File: src/core/beic_regs.svh
// constants for the back-end interrupt enable clear block
// assumes inclusion by bare name from core/
`ifndef BEIC_REGS_SVH
`define BEIC_REGS_SVH

// ************************************************
// register offsets (byte addresses, one word each)
// ************************************************
`define BEIC_ADDR_W          8
`define BEIC_OFS_ENABLE_SET  8'h00
`define BEIC_OFS_ENABLE_CLR  8'h04
`define BEIC_OFS_STATUS      8'h08

// ************************************************
// field positions
// ************************************************
`define BEIC_BIT_HOST_TO_DSP 31
`define BEIC_BIT_SOFT_HI     27
`define BEIC_BIT_SOFT_LO     24
`define BEIC_BIT_PARITY      6
`define BEIC_BIT_SYSTEM      5
`define BEIC_BIT_MASTER_AB   2
`define BEIC_BIT_TARGET_AB   1

// implemented bits: 31, 27-24, 6, 5, 2, 1
`define BEIC_IMPL_MASK       32'h8F00_0066
`define BEIC_ENABLE_RESET    32'h0000_0000
`define BEIC_STATUS_RESET    32'h0000_0000

`endif

File: src/core/beic_pkg.sv
// types for the back-end interrupt enable clear block
// assumes the constants header is included beside it
`default_nettype none
package beic_pkg;
  typedef logic [31:0] beic_word_t;
  typedef enum logic [1:0] {
    BEIC_ACC_NONE,
    BEIC_ACC_SET,
    BEIC_ACC_CLR,
    BEIC_ACC_STAT
  } beic_acc_t;
endpackage : beic_pkg
`default_nettype wire

File: src/core/beic_bit_reg.sv
// one word of sticky bits with set and clear vectors
// assumes one clock, asynchronous active-low reset
`timescale 1ns/1ps
`default_nettype none
`include "beic_regs.svh"
module beic_bit_reg
  import beic_pkg::*;
(
  input  wire logic       clk,
  input  wire logic       nrst,
  input  wire beic_word_t set_bits,
  input  wire beic_word_t clr_bits,
  input  wire logic       set_wins,
  output var  beic_word_t value
);
  beic_word_t next_value;

  always_comb begin
    if (set_wins) begin
      next_value = ((value & ~clr_bits) | set_bits) & `BEIC_IMPL_MASK;
    end else begin
      next_value = ((value | set_bits) & ~clr_bits) & `BEIC_IMPL_MASK;
    end
  end

  always_ff @(posedge clk or negedge nrst) begin
    if (!nrst) begin
      value <= `BEIC_ENABLE_RESET;
    end else begin
      value <= next_value;
    end
  end
endmodule : beic_bit_reg
`default_nettype wire

File: src/core/beic_decode.sv
// address decode of the register port
// assumes strobes are one cycle and never both high
`timescale 1ns/1ps
`default_nettype none
`include "beic_regs.svh"
module beic_decode
  import beic_pkg::*;
(
  input  wire logic [7:0] addr,
  input  wire logic       strobe,
  output var  beic_acc_t  acc
);
  always_comb begin
    acc = BEIC_ACC_NONE;
    if (strobe) begin
      unique case (addr)
        `BEIC_OFS_ENABLE_SET: acc = BEIC_ACC_SET;
        `BEIC_OFS_ENABLE_CLR: acc = BEIC_ACC_CLR;
        `BEIC_OFS_STATUS:     acc = BEIC_ACC_STAT;
        default:              acc = BEIC_ACC_NONE;
      endcase
    end
  end
endmodule : beic_decode
`default_nettype wire

File: src/core/beic_top.sv
// back-end interrupt enable register with write-one-to-clear port
// assumes a synchronous register master and status events from the core
//
// Summary of operation
// - a one written to bit 31 of the clear register drops the host-to-DSP enable.
// - the DSP line is high while any enable bit and its status bit are both one.
// - dropping the host-to-DSP enable leaves the other sources able to raise the line.
// - ones written to bits 27..24 drop the matching software interrupt enables.
// - a one written to bit 6 drops the parity error enable.
// - a one written to bit 5 drops the system error enable.
// - a one written to bit 2 drops the master abort enable.
// - a one written to bit 1 drops the target abort enable.
// - zeros written to the clear register leave enables as they are.
// - reading the clear register returns status AND enable.
//
// The register addresses and the strobed register port were chosen for this implementation.
`timescale 1ns/1ps
`default_nettype none
`include "beic_regs.svh"
module beic_top
  import beic_pkg::*;
(
  input  wire logic        clk,
  input  wire logic        nrst,
  input  wire logic [7:0]  addr,
  input  wire logic [31:0] wdata,
  input  wire logic        wr,
  input  wire logic        rd,
  input  wire logic        host_to_dsp_irq,
  input  wire logic [3:0]  soft_irq,
  input  wire logic        parity_error_detect,
  input  wire logic        system_error_detect,
  input  wire logic        master_abort_detect,
  input  wire logic        target_abort_detect,
  output var  logic [31:0] rdata,
  output var  logic        dsp_irq
);
  // ************************************************
  // decode
  // ************************************************
  beic_acc_t  wr_acc;
  beic_acc_t  rd_acc;
  beic_word_t enable;
  beic_word_t status;
  beic_word_t ev_bits;
  beic_word_t en_set;
  beic_word_t en_clr;
  beic_word_t st_clr;
  beic_word_t next_rdata;
  logic       next_dsp_irq;

  beic_decode u_wdec (
    .addr   (addr),
    .strobe (wr),
    .acc    (wr_acc)
  );
  beic_decode u_rdec (
    .addr   (addr),
    .strobe (rd),
    .acc    (rd_acc)
  );

  // ************************************************
  // enable and status words
  // ************************************************
  always_comb begin
    ev_bits = '0;
    ev_bits[`BEIC_BIT_HOST_TO_DSP] = host_to_dsp_irq;
    ev_bits[`BEIC_BIT_SOFT_HI:`BEIC_BIT_SOFT_LO] = soft_irq;
    ev_bits[`BEIC_BIT_PARITY] = parity_error_detect;
    ev_bits[`BEIC_BIT_SYSTEM] = system_error_detect;
    ev_bits[`BEIC_BIT_MASTER_AB] = master_abort_detect;
    ev_bits[`BEIC_BIT_TARGET_AB] = target_abort_detect;
    en_set = (wr_acc == BEIC_ACC_SET) ? wdata : '0;
    // only ones clear; reserved bits masked in the register
    en_clr = (wr_acc == BEIC_ACC_CLR) ? wdata : '0;
    st_clr = (wr_acc == BEIC_ACC_STAT) ? wdata : '0;
  end

  // enables: software owns both set and clear, clear is the later word
  beic_bit_reg u_enable (
    .clk      (clk),
    .nrst     (nrst),
    .set_bits (en_set),
    .clr_bits (en_clr),
    .set_wins (1'b0),
    .value    (enable)
  );
  // status: a hardware event beats a software clear in the same cycle
  beic_bit_reg u_status (
    .clk      (clk),
    .nrst     (nrst),
    .set_bits (ev_bits),
    .clr_bits (st_clr),
    .set_wins (1'b1),
    .value    (status)
  );

  // ************************************************
  // read data and interrupt line
  // ************************************************
  always_comb begin
    next_rdata = '0;
    unique case (rd_acc)
      BEIC_ACC_SET:  next_rdata = enable;
      BEIC_ACC_CLR:  next_rdata = status & enable & `BEIC_IMPL_MASK;
      BEIC_ACC_STAT: next_rdata = status;
      BEIC_ACC_NONE: next_rdata = '0;
    endcase
    // all sources share the line, so one dropped enable removes only its own source from it
    next_dsp_irq = |(status & enable);
  end

  always_ff @(posedge clk or negedge nrst) begin
    if (!nrst) begin
      rdata   <= '0;
      dsp_irq <= 1'b0;
    end else begin
      rdata   <= next_rdata;
      dsp_irq <= next_dsp_irq;
    end
  end

  // ************************************************
  // checks
  // ************************************************
  a_clear_host_bit: assert property (@(posedge clk) disable iff (!nrst)
    (wr && addr == `BEIC_OFS_ENABLE_CLR && wdata[31]) |=> !enable[31])
    else $error("host enable not cleared");
  a_clear_soft_bits: assert property (@(posedge clk) disable iff (!nrst)
    (wr && addr == `BEIC_OFS_ENABLE_CLR) |=> ((enable[27:24] & $past(wdata[27:24])) == 4'h0))
    else $error("soft enable not cleared");
  a_clear_err_bits: assert property (@(posedge clk) disable iff (!nrst)
    (wr && addr == `BEIC_OFS_ENABLE_CLR && wdata[6]) |=> !enable[6])
    else $error("parity enable not cleared");
  a_clear_sys_bit: assert property (@(posedge clk) disable iff (!nrst)
    (wr && addr == `BEIC_OFS_ENABLE_CLR && wdata[5]) |=> !enable[5])
    else $error("system enable not cleared");
  a_clear_mabort_bit: assert property (@(posedge clk) disable iff (!nrst)
    (wr && addr == `BEIC_OFS_ENABLE_CLR && wdata[2]) |=> !enable[2])
    else $error("master abort enable not cleared");
  a_clear_tabort_bit: assert property (@(posedge clk) disable iff (!nrst)
    (wr && addr == `BEIC_OFS_ENABLE_CLR && wdata[1]) |=> !enable[1])
    else $error("target abort enable not cleared");
  a_zero_keeps_enable: assert property (@(posedge clk) disable iff (!nrst)
    (wr && addr == `BEIC_OFS_ENABLE_CLR) |=> ((enable & ~$past(wdata)) == ($past(enable) & ~$past(wdata))))
    else $error("zero write changed enable");
  a_irq_follows_src: assert property (@(posedge clk) disable iff (!nrst)
    ##1 dsp_irq == |($past(status) & $past(enable)))
    else $error("dsp line mismatch");
  a_irq_other_src: assert property (@(posedge clk) disable iff (!nrst)
    (!enable[31] && |(status[30:0] & enable[30:0])) |=> dsp_irq)
    else $error("line gated by host enable");
  a_read_masked: assert property (@(posedge clk) disable iff (!nrst)
    (rd && addr == `BEIC_OFS_ENABLE_CLR) |=> rdata == ($past(status) & $past(enable)))
    else $error("masked read wrong");
  a_reserved_zero: assert property (@(posedge clk) disable iff (!nrst)
    ((rdata | enable) & ~`BEIC_IMPL_MASK) == 32'h0000_0000)
    else $error("reserved bit set");

  // ************************************************
  // checks: register port
  // ************************************************
  // read data must fall back to zero so software never sees a stale word
  a_rdata_idle: assert property (@(posedge clk) disable iff (!nrst)
    !rd
    |=> rdata == 32'h0000_0000)
    else $error("read data outside a read");
  a_read_enable: assert property (@(posedge clk) disable iff (!nrst)
    (rd && addr == `BEIC_OFS_ENABLE_SET)
    |=> rdata == $past(enable))
    else $error("enable read wrong");
  a_read_status: assert property (@(posedge clk) disable iff (!nrst)
    (rd && addr == `BEIC_OFS_STATUS)
    |=> rdata == $past(status))
    else $error("status read wrong");
  a_read_unmapped: assert property (@(posedge clk) disable iff (!nrst)
    (rd && addr != `BEIC_OFS_ENABLE_SET && addr != `BEIC_OFS_ENABLE_CLR
      && addr != `BEIC_OFS_STATUS)
    |=> rdata == 32'h0000_0000)
    else $error("unmapped read not zero");

  // ************************************************
  // checks: enable word
  // ************************************************
  a_set_enable_bits: assert property (@(posedge clk) disable iff (!nrst)
    (wr && addr == `BEIC_OFS_ENABLE_SET)
    |=> enable == (($past(enable) | $past(wdata)) & `BEIC_IMPL_MASK))
    else $error("enable set wrong");
  a_clear_word_exact: assert property (@(posedge clk) disable iff (!nrst)
    (wr && addr == `BEIC_OFS_ENABLE_CLR)
    |=> enable == ($past(enable) & ~$past(wdata) & `BEIC_IMPL_MASK))
    else $error("enable clear wrong");
  a_keep_host_bit: assert property (@(posedge clk) disable iff (!nrst)
    (wr && addr == `BEIC_OFS_ENABLE_CLR && !wdata[31])
    |=> enable[31] == $past(enable[31]))
    else $error("host enable lost on zero write");
  a_enable_holds: assert property (@(posedge clk) disable iff (!nrst)
    !(wr && (addr == `BEIC_OFS_ENABLE_SET || addr == `BEIC_OFS_ENABLE_CLR))
    |=> $stable(enable))
    else $error("enable moved without a write");

  // ************************************************
  // checks: status word
  // ************************************************
  a_status_sticky: assert property (@(posedge clk) disable iff (!nrst)
    !(wr && addr == `BEIC_OFS_STATUS)
    |=> ($past(status) & ~status) == 32'h0000_0000)
    else $error("status bit fell without a clear");
  // a clear never beats an event arriving in the same cycle
  a_status_clear: assert property (@(posedge clk) disable iff (!nrst)
    (wr && addr == `BEIC_OFS_STATUS)
    |=> (status & $past(wdata) & ~$past(ev_bits)) == 32'h0000_0000)
    else $error("status bit not cleared");
  a_status_reserved: assert property (@(posedge clk) disable iff (!nrst)
    (status & ~`BEIC_IMPL_MASK) == 32'h0000_0000)
    else $error("reserved status bit set");
  a_host_event_sets: assert property (@(posedge clk) disable iff (!nrst)
    host_to_dsp_irq
    |=> status[`BEIC_BIT_HOST_TO_DSP])
    else $error("host event lost");
  a_soft_event_sets: assert property (@(posedge clk) disable iff (!nrst)
    (|soft_irq)
    |=> ((status[`BEIC_BIT_SOFT_HI:`BEIC_BIT_SOFT_LO] & $past(soft_irq)) == $past(soft_irq)))
    else $error("software event lost");
  a_parity_event_sets: assert property (@(posedge clk) disable iff (!nrst)
    parity_error_detect
    |=> status[`BEIC_BIT_PARITY])
    else $error("parity event lost");
  a_system_event_sets: assert property (@(posedge clk) disable iff (!nrst)
    system_error_detect
    |=> status[`BEIC_BIT_SYSTEM])
    else $error("system event lost");
  a_mabort_event_sets: assert property (@(posedge clk) disable iff (!nrst)
    master_abort_detect
    |=> status[`BEIC_BIT_MASTER_AB])
    else $error("master abort event lost");
  a_tabort_event_sets: assert property (@(posedge clk) disable iff (!nrst)
    target_abort_detect
    |=> status[`BEIC_BIT_TARGET_AB])
    else $error("target abort event lost");

  // ************************************************
  // checks: interrupt line
  // ************************************************
  // every source must reach the line through its own enable; the host enable gates only the host source
  a_src_host_irq: assert property (@(posedge clk) disable iff (!nrst)
    (status[`BEIC_BIT_HOST_TO_DSP] && enable[`BEIC_BIT_HOST_TO_DSP])
    |=> dsp_irq)
    else $error("host source did not raise line");
  a_src_soft_irq: assert property (@(posedge clk) disable iff (!nrst)
    (|(status[`BEIC_BIT_SOFT_HI:`BEIC_BIT_SOFT_LO]
       & enable[`BEIC_BIT_SOFT_HI:`BEIC_BIT_SOFT_LO]))
    |=> dsp_irq)
    else $error("software source did not raise line");
  a_src_parity_irq: assert property (@(posedge clk) disable iff (!nrst)
    (status[`BEIC_BIT_PARITY] && enable[`BEIC_BIT_PARITY])
    |=> dsp_irq)
    else $error("parity source did not raise line");
  a_src_system_irq: assert property (@(posedge clk) disable iff (!nrst)
    (status[`BEIC_BIT_SYSTEM] && enable[`BEIC_BIT_SYSTEM])
    |=> dsp_irq)
    else $error("system source did not raise line");
  a_src_mabort_irq: assert property (@(posedge clk) disable iff (!nrst)
    (status[`BEIC_BIT_MASTER_AB] && enable[`BEIC_BIT_MASTER_AB])
    |=> dsp_irq)
    else $error("master abort source did not raise line");
  a_src_tabort_irq: assert property (@(posedge clk) disable iff (!nrst)
    (status[`BEIC_BIT_TARGET_AB] && enable[`BEIC_BIT_TARGET_AB])
    |=> dsp_irq)
    else $error("target abort source did not raise line");
  a_irq_quiet: assert property (@(posedge clk) disable iff (!nrst)
    ((status & enable) == 32'h0000_0000)
    |=> !dsp_irq)
    else $error("line high with no source");

  // ************************************************
  // checks: reset values
  // ************************************************
  // low for exactly one cycle after any reset, so the reset values are visible
  logic       out_of_reset;
  logic       next_out_of_reset;

  always_comb begin
    next_out_of_reset = 1'b1;
  end

  always_ff @(posedge clk or negedge nrst) begin
    if (!nrst) begin
      out_of_reset <= 1'b0;
    end else begin
      out_of_reset <= next_out_of_reset;
    end
  end

  a_reset_clears_words: assert property (@(posedge clk) disable iff (!nrst)
    !out_of_reset
    |-> (enable == `BEIC_ENABLE_RESET && status == `BEIC_STATUS_RESET))
    else $error("words not cleared by reset");
  a_reset_quiet_outputs: assert property (@(posedge clk) disable iff (!nrst)
    !out_of_reset
    |-> (rdata == 32'h0000_0000 && !dsp_irq))
    else $error("outputs not quiet after reset");
endmodule : beic_top
`default_nettype wire

File: config.mk
export PLATFORM = sky130hd
export DESIGN_NAME = beic_top
export DESIGN_NICKNAME = d
export VERILOG_FILES = /design/src/core/beic_pkg.sv /design/src/core/beic_bit_reg.sv /design/src/core/beic_decode.sv /design/src/core/beic_top.sv
export VERILOG_INCLUDE_DIRS = /design/src /design/src/core
export SDC_FILE = /design/constraint.sdc
export NUM_CORES = 1
export LEC_CHECK = 0
export BUFFER_PORTS_ARGS = -buffer_cell sky130_fd_sc_hd__buf_4
export CAP_MARGIN = 10
export CORE_MARGIN = 2
export CORE_UTILIZATION = 47
export DETAILED_ROUTE_END_ITERATION = 12
export PLACE_DENSITY_LB_ADDON = 0.05
export SLEW_MARGIN = 20
export SYNTH_ARGS = -nofsm -noshare
export SYNTH_HDL_FRONTEND = slang
export SYNTH_SLANG_ARGS = --single-unit
File: constraint.sdc
create_clock -name clk -period 2 [get_ports clk]
set_clock_uncertainty 0.1 [all_clocks]
set_input_delay 0.6 -clock clk [delete_from_list [all_inputs] [get_ports clk]]
set_output_delay 0.6 -clock clk [all_outputs]
set_load 0.02 [all_outputs]
==> results by group <==
Status
  • Status: complete, no violations

Pwr
  • LEAKAGE: 0.865 nW
  • Pwr per Cell Area: 617 nW/um2
  • Final Total Pwr: 0.00112 W
  • Peak VDD IR: 0.000320 V

Timing
  • Final setup violation count: 0
  • Fmax: 627 MHz
  • RSZ-0062 raised after global routing: no
  • Period utilization: 0.797
  • Min Tclk post-route: 1.59 ns
  • Final Hold Viols: 0
  • Final Max Tran Viols: 0
  • Setup TNS: 0 ns

Synth
  • Post-synth top flop: dfrtp_1
  • Count of cell types in the netlist: 23
  • Sequential fraction of the synthesis area: 0.465
  • Compound-cell area share of the yosys netlist: 0.128
  • Synth Area in XOR/XNOR: 0
  • Synthesized area: 1510 um2
  • Syn Inst Count: 140
  • Post-synthesis adder-cell area fraction: 0
  • Yosys reg bits: 28
  • Simple-Gate Fraction of Synth Area: 0.187
  • Mean Syn Cell Area: 10.8 um2
  • Main combinational cell family by area after synthesis: simple AND/OR/NAND/NOR gates
  • Synth async-reset ratio: 1.00
  • YS warnings: 0
  • EDFF count, synth: 0
  • Multiplexer share of the synthesized area: 0.0598

Setup path
  • R2R Setup Slk: 0.74 ns
  • Critical path endpoint category: primary output
  • Arr. time, crit path: 0.89 ns
  • Slowest stage cell, crit path: dfrtp_1
  • Data required, critical path: 1.30 ns
  • Crit path cell chain: buf_4
  • Critical-path maximum fanout: 1
  • CP bufs+invs: 1
  • Startpoint Class: flip-flop
  • Crit Path Category: flip-flop to primary output
  • Slowest cell delay on critical path: 0.40 ns
  • Kind of cell adding the most delay to the critical path: flip-flops

Global route
  • Global-route wire length before repair: 5.16 mm
  • Initial antenna violation count: 0
  • Vias in the first global route: 1087
  • Tot GR Track Use: 0.192
  • Largest net degree at the start of global routing: 29
  • Grt ovf: 0

Placement
  • Placed insts: 222
  • Hpwl dp: 2.21 mm
  • PortBufs: 39
  • GP Congestion: 0.742

Clocking
  • Clock Latency Late Sink: 0.34 ns
  • CTS clk-pin slew, worst paths: 0.15 ns
  • CTS sink cnt: 28
  • Cts bufs inserted: 3
  • Clk buf depth: 2
  • Clock root cell: clkbuf_4
  • Post-CTS Hold Buffers: 0
  • Setup Fix Bufs, Post-CTS: 0
  • CTS tree: built
  • H-tree Lvls: 1
  • PostCTS Resize Cnt: 0

Cells and area
  • Layout cells sized above 1: 0.280
  • Ant. Diodes: 0
  • Nets: 236
  • P&R area growth vs syn: 20.7%
  • Non-Filler Instances: 226

Routing
  • Routed WL per cell: 14.0 um
  • Starting DRC count in detailed routing: 52
  • Remaining antenna violation count after routing: 0
  • Drt total wl: 3.16 mm
  • DR vias/cell: 5.00
  • DRC viols: 0
  • Pre-Repair DR Iteration Count: 4
  • Total number of vias: 1131

Floorplanning
  • Core area: 3050 um2
  • Die Wd: 60.6 um
  • # rows: 20
  • Die height: 60.6 um
  • Initial core utilization: 0.494
  • Die area: 3680 um2
  • Top Ports: 86

Job
  • Max Cap Viol: 0

Hold path
  • HP Class: input pin to async pin
metal layers:
metal / vias to the layer above / GRT usage / part of all wire
met4: 0 / 0.0776 / 0.015
met5: - / 0 / 0
met2: 49 / 0.315 / 0.50
li1: 537 / - / -
met3: 5 / 0.0299 / 0.053
met1: 540 / 0.256 / 0.43
area by class of cell:
cell class,instances,area (um2)
Clock buffer,3,22.5
Timing Repair Buffer,43,323
Tap cell,44,55.1
Sequential cell,28,701
Fill cell,280,1230
Clock inverter,1,30.0
Multi-Input combinational cell,97,651
Inverter,10,37.5
worst paths after layout:
| path | start | end | cells past startpoint |
|---|---|---|---|
| setup / recovery | rdata[24] | rdata[24] | 1 |
| hold / removal | nrst | u_status.value[25] | 1 |
| setup reg to reg | u_status.value[24] | dsp_irq | 3 |
| hold reg to reg | u_enable.value[5] | u_enable.value[5] | 2 |
| max in group asynchronous | nrst | rdata[1] | 1 |
| min in group clk | target_abort_detect | u_status.value[1] | 2 |
report_power, final:
group / switching (W) / leakage, nW / internal (W)
sequential: 0.00000725 / 0.295 / 0.000576
clock: 0.000177 / 0.0279 / 0.000203
combinational: 0.0000984 / 0.542 / 0.0000610
total: 0.000282 / 0.865 / 0.000840
cell families after synthesis:
group / count (synthesis)
and+or+nand+nor: 43
AOI/OAI and AO/OA: 22
muxes: 9
DFF: 28
other: 1
buffers and inverters: 37
per-stage QoR:
stage	cell area, um2	setup slack (ns)	util	hold WS, ns
2_1_floorplan	1590	0.421	-	0.204
5_1_grt	1820	0.354	0.596	0.0525
4_1_cts	1820	0.388	0.596	0.0511
6_report	1820	0.406	0.596	0.0416
3_3_place_gp	1770	0.184	0.579	0.430
3_5_place_dp	1770	0.143	0.579	0.425
Yosys cell counts (2+ instances only):
cell type	number	area (um2)
nand2b_1	9	56.3
a32oi_1	9	78.8
inv_1	9	33.8
dfrtp_1	28	701
nor2_1	10	37.5
buf_2	2	10.0
o22a_1	9	78.8
buf_4	24	180
mux2i_1	9	90.1
nand3b_1	9	67.6
nand3_1	10	50.1
state kept, by name (all words and copies together) (netlist names):
name            count
u_enable.value      9
rdata               9
u_status.value      9
dsp_irq             1
cell usage in the layout, fill, tap and decap left out:
| cell type | instances |
|---|---|
| a221oi_1 | 1 |
| o22a_1 | 9 |
| nand2b_1 | 9 |
| a222oi_1 | 1 |
| nand3_4 | 1 |
| nor2_1 | 10 |
| nor4b_4 | 1 |
| clkbuf_4 | 3 |
| dfrtp_1 | 28 |
| conb_1 | 23 |
| nand3b_1 | 9 |
| mux2i_1 | 9 |
| nand3_1 | 10 |
| clkinv_1 | 1 |
| bufinv_16 | 1 |
| nor4_2 | 1 |
| buf_4 | 43 |
| nor2b_1 | 1 |
| a32oi_1 | 9 |
| a22oi_1 | 1 |
| nand3_2 | 1 |
| a22o_1 | 1 |
| inv_1 | 9 |
No activity file was read; power rests on OpenSTA's default activity.
